==> src/mbl_regs.vh <==
// Constants for the serial link configuration block
`ifndef MBL_REGS_VH
`define MBL_REGS_VH
`define MBL_CLK_HZ 25000000
`define MBL_ADDR_MAX 8'hC7
`define MBL_ADDR_BCAST 8'hFF
`define MBL_REG_OPEN_A 8'h04
`define MBL_REG_OPEN_B 8'h05
`define MBL_TIMEOUT_MAX 7'h63
`define MBL_BITS_PER_CHAR 20'h0000B
`define MBL_PERIOD_1200 16'h5161
`define MBL_PERIOD_2400 16'h28B1
`define MBL_PERIOD_4800 16'h1458
`define MBL_PERIOD_9600 16'h0A2C
`define MBL_PERIOD_19200 16'h0516
`define MBL_PERIOD_38400 16'h028B
`define MBL_PERIOD_57600 16'h01B2
`define MBL_PERIOD_115200 16'h00D9
`define MBL_DELAY_NONE 8'h00
`define MBL_DELAY_10 8'h0A
`define MBL_DELAY_20 8'h14
`define MBL_DELAY_50 8'h32
`define MBL_DELAY_100 8'h64
`define MBL_DELAY_200 8'hC8
`define MBL_RST_PERIOD 16'h0000
`define MBL_SEC_CYCLES 25000000
`endif

==> src/mbl_link_cfg.v <==
// Serial link configuration: address match, rate, write gate, frame timeout, reply delay
`timescale 1ns/1ns
// Summary of operation
// - The station address setting of 0 to 199 decides which received frames are ours.
// - With station address zero the device answers frames addressed to 255 instead.
// - The rate select picks one of eight bit rates from 1200 to 115200 and sets link timing.
// - Remote configuration writes to registers other than 04h and 05h take effect only while the write enable is on.
// - Registers 04h and 05h stay writable whatever the write enable says.
// - A gap between received frames longer than the timeout forces remote relays to alert.
// - The timeout spans 0 to 99 seconds and zero disables supervision.
// - With no extra delay selected the reply is released as soon as reply ready is high.
// - Other delay options add 10, 20, 50, 100 or 200 character times.
`include "mbl_regs.vh"
module mbl_link_cfg #(
	parameter SEC_CYCLES = `MBL_SEC_CYCLES
) (
	// Clock and reset
	input wire clk_sys_in,
	input wire srst_in,
	// Configuration
	input wire [7:0] station_address_in,
	input wire [2:0] line_rate_select_in,
	input wire remote_config_write_enable_in,
	input wire [6:0] frame_gap_timeout_in,
	input wire [2:0] reply_delay_select_in,
	// Received frame events from the framer
	input wire frame_end_in,
	input wire [7:0] frame_addr_in,
	input wire cfg_write_in,
	input wire [7:0] cfg_write_reg_in,
	input wire [15:0] cfg_write_data_in,
	// Reply handshake
	input wire reply_ready_in,
	// Outputs
	output reg [15:0] bit_period_out,
	output reg addr_match_out,
	output reg cfg_write_out,
	output reg [7:0] cfg_write_reg_out,
	output reg [15:0] cfg_write_data_out,
	output reg cfg_write_refused_out,
	output reg relay_alert_out,
	output reg reply_go_out
);

// ----------------------------------------
// Rate table
// ----------------------------------------
// Periods rounded to the nearest clock at 25 MHz
function [15:0] rate_period;
	input [2:0] sel;
	begin
		case (sel)
			3'h0: rate_period = `MBL_PERIOD_1200;
			3'h1: rate_period = `MBL_PERIOD_2400;
			3'h2: rate_period = `MBL_PERIOD_4800;
			3'h3: rate_period = `MBL_PERIOD_9600;
			3'h4: rate_period = `MBL_PERIOD_19200;
			3'h5: rate_period = `MBL_PERIOD_38400;
			3'h6: rate_period = `MBL_PERIOD_57600;
			default: rate_period = `MBL_PERIOD_115200;
		endcase
	end
endfunction

// ----------------------------------------
// Delay table
// ----------------------------------------
// Unused codes 6 and 7 fall back to no delay
function [7:0] delay_chars;
	input [2:0] sel;
	begin
		case (sel)
			3'h1: delay_chars = `MBL_DELAY_10;
			3'h2: delay_chars = `MBL_DELAY_20;
			3'h3: delay_chars = `MBL_DELAY_50;
			3'h4: delay_chars = `MBL_DELAY_100;
			3'h5: delay_chars = `MBL_DELAY_200;
			default: delay_chars = `MBL_DELAY_NONE;
		endcase
	end
endfunction

// ----------------------------------------
// Internal state
// ----------------------------------------
// Reply sequencer states
localparam [1:0] RPL_IDLE = 2'h0;
localparam [1:0] RPL_COUNT = 2'h1;

wire [19:0] char_cycles;
wire [7:0] own_addr;
wire is_open_reg;
wire in_range;
wire gap_watch_on;
reg [31:0] gap_cnt;
reg [6:0] gap_sec;
reg [19:0] char_cnt;
reg [7:0] chars_left;
reg [1:0] rpl_state;

// ----------------------------------------
// Decoded settings
// ----------------------------------------
// eleven bit times per character
// Twenty bits hold a character at the slowest rate
assign char_cycles = {4'h0, bit_period_out} * `MBL_BITS_PER_CHAR;
assign own_addr = (station_address_in == 8'h00) ? `MBL_ADDR_BCAST : station_address_in;
assign in_range = station_address_in <= `MBL_ADDR_MAX;
assign is_open_reg = (cfg_write_reg_in == `MBL_REG_OPEN_A) || (cfg_write_reg_in == `MBL_REG_OPEN_B);
// zero or out of range switches supervision off
assign gap_watch_on = (frame_gap_timeout_in != 7'h00) && (frame_gap_timeout_in <= `MBL_TIMEOUT_MAX);

// ----------------------------------------
// Line rate
// ----------------------------------------
always @(posedge clk_sys_in) begin
	if (srst_in) begin
		bit_period_out <= `MBL_RST_PERIOD;
	end else begin
		bit_period_out <= rate_period(line_rate_select_in);
	end
end

// ----------------------------------------
// Address and write gate
// ----------------------------------------
always @(posedge clk_sys_in) begin
	if (srst_in) begin
		addr_match_out <= 1'b0;
		cfg_write_out <= 1'b0;
		cfg_write_reg_out <= 8'h00;
		cfg_write_data_out <= 16'h0000;
		cfg_write_refused_out <= 1'b0;
	end else begin
		addr_match_out <= frame_end_in && in_range && (frame_addr_in == own_addr);
		cfg_write_out <= cfg_write_in && (remote_config_write_enable_in || is_open_reg);
		cfg_write_refused_out <= cfg_write_in && !remote_config_write_enable_in && !is_open_reg;
		// Copies ride with the strobe so both line up
		cfg_write_reg_out <= cfg_write_reg_in;
		cfg_write_data_out <= cfg_write_data_in;
	end
end

// ----------------------------------------
// Frame gap supervision
// ----------------------------------------
always @(posedge clk_sys_in) begin
	if (srst_in) begin
		gap_cnt <= 32'h00000000;
		gap_sec <= 7'h00;
		relay_alert_out <= 1'b0;
	end else if (frame_end_in) begin
		gap_cnt <= 32'h00000000;
		gap_sec <= 7'h00;
		relay_alert_out <= 1'b0;
	end else if (!gap_watch_on) begin
		gap_cnt <= 32'h00000000;
		gap_sec <= 7'h00;
		relay_alert_out <= 1'b0;
	end else if (gap_sec >= frame_gap_timeout_in) begin
		// gap too long
		// Counters park here until the next frame or until supervision is switched off
		relay_alert_out <= 1'b1;
	end else if (gap_cnt == SEC_CYCLES - 1) begin
		gap_cnt <= 32'h00000000;
		gap_sec <= gap_sec + 7'h01;
	end else begin
		gap_cnt <= gap_cnt + 32'h00000001;
	end
end

// ----------------------------------------
// Reply delay
// ----------------------------------------
always @(posedge clk_sys_in) begin
	if (srst_in) begin
		rpl_state <= RPL_IDLE;
		char_cnt <= 20'h00000;
		chars_left <= 8'h00;
		reply_go_out <= 1'b0;
	end else begin
		reply_go_out <= 1'b0;
		case (rpl_state)
			RPL_IDLE: begin
				if (addr_match_out) begin
					rpl_state <= RPL_COUNT;
					char_cnt <= 20'h00000;
					chars_left <= delay_chars(reply_delay_select_in);
				end
			end
			RPL_COUNT: begin
				if (chars_left == 8'h00) begin
					if (reply_ready_in) begin
						reply_go_out <= 1'b1;
						rpl_state <= RPL_IDLE;
					end
				end else if (char_cnt >= char_cycles - 20'h00001) begin
					// one character elapsed
					// Compare with >= so a rate change mid-count cannot overrun
					char_cnt <= 20'h00000;
					chars_left <= chars_left - 8'h01;
				end else begin
					char_cnt <= char_cnt + 20'h00001;
				end
			end
			default: begin
				rpl_state <= RPL_IDLE;
			end
		endcase
	end
end

endmodule // mbl_link_cfg

==> config.mk <==
export PLATFORM = sky130hd
export DESIGN_NAME = mbl_link_cfg
export DESIGN_NICKNAME = d
export VERILOG_FILES = /design/src/mbl_link_cfg.v
export VERILOG_INCLUDE_DIRS = /design/src /design/src/src
export SDC_FILE = /design/constraint.sdc
export NUM_CORES = 1
export LEC_CHECK = 0
export ABC_AREA = 1
export BUFFER_PORTS_ARGS = -buffer_cell sky130_fd_sc_hd__buf_4
export CORE_UTILIZATION = 30
export DETAILED_ROUTE_END_ITERATION = 7
export GPL_TIMING_DRIVEN = 0
export HOLD_SLACK_MARGIN = 0.05
export PLACE_DENSITY_LB_ADDON = 0.25
export SLEW_MARGIN = 0
export SYNTH_ARGS = -nofsm -noshare
export SYNTH_HDL_FRONTEND = slang
export SYNTH_SLANG_ARGS = --single-unit
==> constraint.sdc <==
create_clock -name clk_sys_in -period 4.2 [get_ports clk_sys_in]
set_input_delay 0.21 -clock clk_sys_in [delete_from_list [all_inputs] [get_ports clk_sys_in]]
set_output_delay 0.21 -clock clk_sys_in [all_outputs]
set_load 0.05 [all_outputs]
# Yosys cells after proc, flatten, opt, wreduce, memory -nomap -nowiden
# Cells that the tools add are included.
dict set report totals {
  out_inout_bits 45
  ff_bits 114
  elab_cells 87
  input_bits 59
}
dict set report classes {
  eq_ne 21
  n_addsub 5
  n_lt_le_gt_ge 4
  reduce_logical 22
  n_bitwise 4
  muxes 17
  multipliers 1
}
# op n
set op_table {}
lappend op_table {{$pmux W15 S7} 1}
lappend op_table {{$mux W20} 3}
lappend op_table {{$pmux W20 S2} 1}
lappend op_table {{$pmux W8 S5} 1}
lappend op_table {{$add A32 B1 Y32 const B} 1}
lappend op_table {{$eq A32 B25 Y1 const B} 1}
lappend op_table {{$mux W32} 1}
lappend op_table {{$mux W8} 4}
lappend op_table {{$add A20 B1 Y20 const B} 1}
lappend op_table {{$ge A20 B20 Y1} 1}
lappend op_table {{$mul A16 B4 Y20 const B} 1}
lappend op_table {{$sub A20 B1 Y20 const B} 1}
lappend op_table {{$eq A8 B3 Y1 const B} 2}
lappend op_table {{$logic_not A8 Y1} 2}
lappend op_table {{$pmux W8 S2} 1}
lappend op_table {{$eq A3 B3 Y1 const B} 5}
lappend op_table {{$eq A3 B2 Y1 const B} 4}
lappend op_table {{$ne A2 B2 Y1 const B} 5}
lappend op_table {{$eq A8 B8 Y1} 1}
lappend op_table {{$le A8 B8 Y1 const B} 1}
lappend op_table {{$sub A8 B1 Y8 const B} 1}
lappend op_table {{$add A7 B1 Y7 const B} 1}
lappend op_table {{$ge A7 B7 Y1} 1}
lappend op_table {{$le A7 B7 Y1 const B} 1}
lappend op_table {{other kinds (17)} 32}

# Longest topological paths before layout
dict set report logic_depth {
  word_depth 6
  depth_mapped 28
}

# Least setup slack after synthesis
# OpenSTA, ideal clock, no wires.
dict set report synth_path {
  path_type {reg-to-reg}
  from {register bit_period_out[0]}
  to {register char_cnt[10]}
  stages_incl_launch_ff 25
  setup_slack_ns -0.294
  setup_ns 0.116
  required_time_ns 4.084
  arrival_time_ns 4.378
  path_cell_list {dfxtp_1 inv_1 fa_1 fa_1 inv_1 ha_1 a21oi_1 o21ai_0 a21oi_1 o21ai_0 nand2_1 nand3_1 nand2_1 ha_1 nand2_1 nor2_1 and2_1 nand3_1 nor2_1 nand2_1 nand2_2 nand2_4 nand2_2 buf_2 nor2_1}
}
dict set report synth_between {
  elab_chain_cells 6
}
# item line_no
set synth_lines {}
lappend synth_lines {{start: declaration} mbl_link_cfg.v:35} ;# output reg [15:0] bit_period_out,
lappend synth_lines {{start signal: assignment} mbl_link_cfg.v:118} ;# bit_period_out <= `MBL_RST_PERIOD;
lappend synth_lines {{start signal: assignment} mbl_link_cfg.v:120} ;# bit_period_out <= rate_period(line_rate_select_in);
lappend synth_lines {{$mul A16 B4 Y20 (no source line)} n/a}
lappend synth_lines {{$sub A20 B1 Y20} mbl_link_cfg.v:197} ;# end else if (char_cnt >= char_cycles - 20'h00001) begin
lappend synth_lines {{$ge A20 B20 Y1} mbl_link_cfg.v:197}
lappend synth_lines {{$mux W20} mbl_link_cfg.v:197}
lappend synth_lines {{$mux W20} mbl_link_cfg.v:192} ;# if (chars_left == 8'h00) begin
lappend synth_lines {{$pmux W20 S2} mbl_link_cfg.v:183} ;# case (rpl_state)
lappend synth_lines {{end signal: assignment} mbl_link_cfg.v:203} ;# char_cnt <= char_cnt + 20'h00001;
lappend synth_lines {{end: declaration} mbl_link_cfg.v:97} ;# reg [19:0] char_cnt;
# No other way between the ends. The select of a mux whose other input is x is not followed.
# A chain may end at the register's enable or synchronous reset.

# Worst setup path in the final report
dict set report layout_path {
  from {register bit_period_out[7]}
  to {register chars_left[6]}
}
dict set report layout_between {
  elab_chain_cells 5
}
# item line_no
set layout_lines {}
lappend layout_lines {{$mul A16 B4 Y20 (no source line)} n/a}
lappend layout_lines {{$sub A20 B1 Y20} mbl_link_cfg.v:197}
lappend layout_lines {{$ge A20 B20 Y1} mbl_link_cfg.v:197}
lappend layout_lines {{$ne A2 B2 Y1 (no source line)} n/a}
lappend layout_lines {{$reduce_and A4 Y1 (no source line)} n/a}
lappend layout_lines {{end signal: assignment} mbl_link_cfg.v:188} ;# chars_left <= delay_chars(reply_delay_select_in);
lappend layout_lines {{end signal: assignment} mbl_link_cfg.v:201} ;# chars_left <= chars_left - 8'h01;
lappend layout_lines {{end: declaration} mbl_link_cfg.v:98} ;# reg [7:0] chars_left;
# No other way between the ends.

==> results.cfg <==
[status]
status = completed

[synth]
synth_flop_cell = dfxtp_1
synth_top_area_cell = dfxtp_1
ys_types = 44
synth-edff-count = 0
yosys.area.top_type_share_pct = 27.67
synth_warnings = 0
avgSynthCellArea_um2 = 6.731
synth_nets = 1346
synthTopCellsByCount = 247 x nand2_1, 197 x inv_1, 197 x nor2_1
ys_top_cells_by_area = dfxtp_1 28%, nand2_1 11%, inv_1 9.1%, nor2_1 9.1%, ha_1 9.0%
synth_seq_cells = 112
seq_area_frac_synth_pct = 27.67
syn_area_mm2 = 0.008104
synthCells = 1204
synthArstFlopShare_pct = 0
yosysMostFrequentCell = nand2_1

[clocking]
clk_path_buf_depth = 2
cts.clk_slew.worst_paths_ps = 80
cts-root-buf = clkbuf_16
cts_tree = done
cts_htree_levels = 3
clk_latency_ps = 360
cts_sinks = 112
numCtsBuffers = 9

[timing]
worst_slack_ps = 87.38
finalCriticalPeriod_ps = 4113
rsz0062_at_grt = true
slew-limit-headroom_pct = 57.62
hold_viol = 0
finClkSkew_ps = 18.00
fin_crit_sh_pct = 97.92
tightest_slew_ps = 635.7
setup_viol = 0
final_max_slew_viol_count = 0
max_clock_freq_mhz = 243.2

[drt]
ant_nets = 0
drc = 0
drt-wirelength-per-cell_um = 12.49
drtIter0Drc = 396
first_pass_iters = 5
vias = 7737
via_per_inst = 4.581
routed_wl_mm = 21.10

[layout]
antenna_cells = 0
drive_gt1_share_pct = 22.08
n_fill_cell = 2764
final_nets = 1491
fin_area_mm2 = 0.01037
fin_cells = 1689
syn2layout_area_growth_pct = 27.95

[floorplanning]
die_w_um = 166.4
coreArea_mm2 = 0.02628
rows = 59
die_h_um = 166.4
ioPinCount = 104
dieArea_mm2 = 0.02767
initial_core_util_pct = 30.84

[global_route]
antenna_found_initial = 0
grt_pass1_wl_mm = 34.44
grt_overflow = 0
grt_pass1_vias = 7248
track_usage_pct = 15.07
grt_max_degree = 20

[place]
dp.cells = 1638
dp_hpwl_mm = 16.28
io_buffer_count = 99
placed_cell_area_mm2 = 0.009281
pre_cts_slack_ps = -379.9
place_congestion = 0.8484

[power_and_ir_drop]
ir_drop_mv = 0.1783
p_leak_nw = 4.665
powerDensity_mw_per_mm2 = 326.5

[critical_path]
worst-path-max-fanout = 6
reg2reg_to = chars_left[6]
endpoint_kind = flip-flop
worst-endpoint-required_ps = 4460
crit_path_start_kind = flip-flop
cp_common_cell = nand2_1
arrival_ps = 4370
cp_slowest_cell = fa_1
critical_path_class = flip-flop to flip-flop
worst_r2r_path_depth = 27
crit_family = adder cells
slowest_delay_ps = 520
reg2reg_slack_ps = 90
r2r-start = bit_period_out[7]
path_buf_inv = 5

[run]
maxCapViolations = 0

[hold_path]
hold_path_depth = 3
hp-class = input port to flip-flop
whs_endpoint = cfg_write_reg_out[7]
hold_path_startpoint = cfg_write_reg_in[7]
-- worst max path at each step --
stage | depth (start not counted) | slack (ps) | startpoint | to
after detailed placement | 24 | -380 | bit_period_out[0] | char_cnt[8]
after floorplan | 25 | 20 | bit_period_out[7] | char_cnt[10]
final | 27 | 90 | bit_period_out[7] | chars_left[6]
after global placement | 26 | -380 | bit_period_out[7] | char_cnt[2]
after CTS | 26 | 3 | bit_period_out[7] | chars_left[6]
after global routing | 27 | -160 | bit_period_out[6] | chars_left[6]
-- per-stage QoR --
step | hold WS, ps | power (W) | util (%) | setup TNS, ps
2_1_floorplan | 297.5 | 0.001852 | - | 0
3_3_place_gp | 410.3 | 0.002093 | 35.32 | -8274
3_5_place_dp | 416.5 | 0.002102 | 35.32 | -8139
4_1_cts | 50.49 | 0.003143 | 37.85 | 0
5_1_grt | 62.58 | 0.003609 | 39.45 | -2659
6_report | 64.52 | 0.003385 | 39.45 | 0
-- routing by layer --
metal  track usage [%]  share of wire, %  up-vias
met5                 0                 0        -
li1                  -                 -     4096
met2             27.52                52       90
met1             18.50                44     3533
met4             3.945               1.3        0
met3             2.026               2.6       18
-- final cells by class --
class	count	area, um2	area share (%)
Sequential cell	112	2282	22.01
Inverter	204	768.2	7.409
Multi-Input combinational cell	866	5438	52.44
Timing Repair Buffer	134	1040	10.03
Buffer	22	128.9	1.243
Tap cell	335	419.2	4.042
Clock buffer	11	242.7	2.341
Clock inverter	5	50.05	0.4827
-- flip-flops by register name (all words and copies together) (netlist names), 7 cells and up --
| name | cells |
|---|---|
| gap_cnt | 32 |
| char_cnt | 20 |
| chars_left | 8 |
| cfg_write_reg_out | 8 |
| cfg_write_data_out | 16 |
| gap_sec | 7 |
| bit_period_out | 15 |
-- cells in the final DEF, fill, tap and decap left out, types with 10 or more instances in the layout --
| cell type | synthesis | routed |
|---|---|---|
| xnor2_1 | 16 | 16 |
| xor2_1 | 18 | 18 |
| inv_2 | 7 | 23 |
| dfxtp_1 | 112 | 100 |
| ha_1 | 58 | 45 |
| a21oi_1 | 67 | 55 |
| nand2_2 | 17 | 31 |
| nand4_1 | 25 | 25 |
| ha_4 | 0 | 12 |
| nor3_1 | 28 | 26 |
| dlygate4sd3_1 | 0 | 12 |
| dfxtp_4 | 0 | 10 |
| nand2_1 | 247 | 227 |
| o21ai_0 | 24 | 18 |
| inv_1 | 197 | 180 |
| buf_4 | 3 | 123 |
| nor2_2 | 6 | 15 |
| clkbuf_1 | 11 | 12 |
| nor2_1 | 197 | 183 |
| fa_1 | 25 | 25 |
| nand3_1 | 87 | 83 |
-- power by group --
part	leakage [nW]	total [W]	switching, W	internal [W]
clock network	0.145	0.000876	0.000443	0.000433
logic	3.60	0.00141	0.000796	0.000613
registers	0.919	0.00110	0.0000187	0.00108
-- timing repair --
action,CTS,global route
hold endpoints to repair,12,0
pin swaps,2,46
endpoints found under the setup margin,28,28
gates resized for setup,51,80
hold buffers,12,0
cloned,0,1
buffers inserted,1,21
-- logic make-up after synthesis --
kind of cell	synth area share (%)
simple gates	34.99
buf+inv	10.87
flops	27.67
compound gates	7.504
fa+ha+maj	15.13
xor+xnor	3.674
other cells	0.04627
mux	0.1235
-- worst reg2reg max path, delay by kind of cell (launching register included) --
family	cells	cell delay, ps
adders and majority gates	4	1640
and+or+nand+nor	18	1550
buffers and inverters	5	480
DFF	1	360
Note: power is estimated with default switching activity, not from simulation.
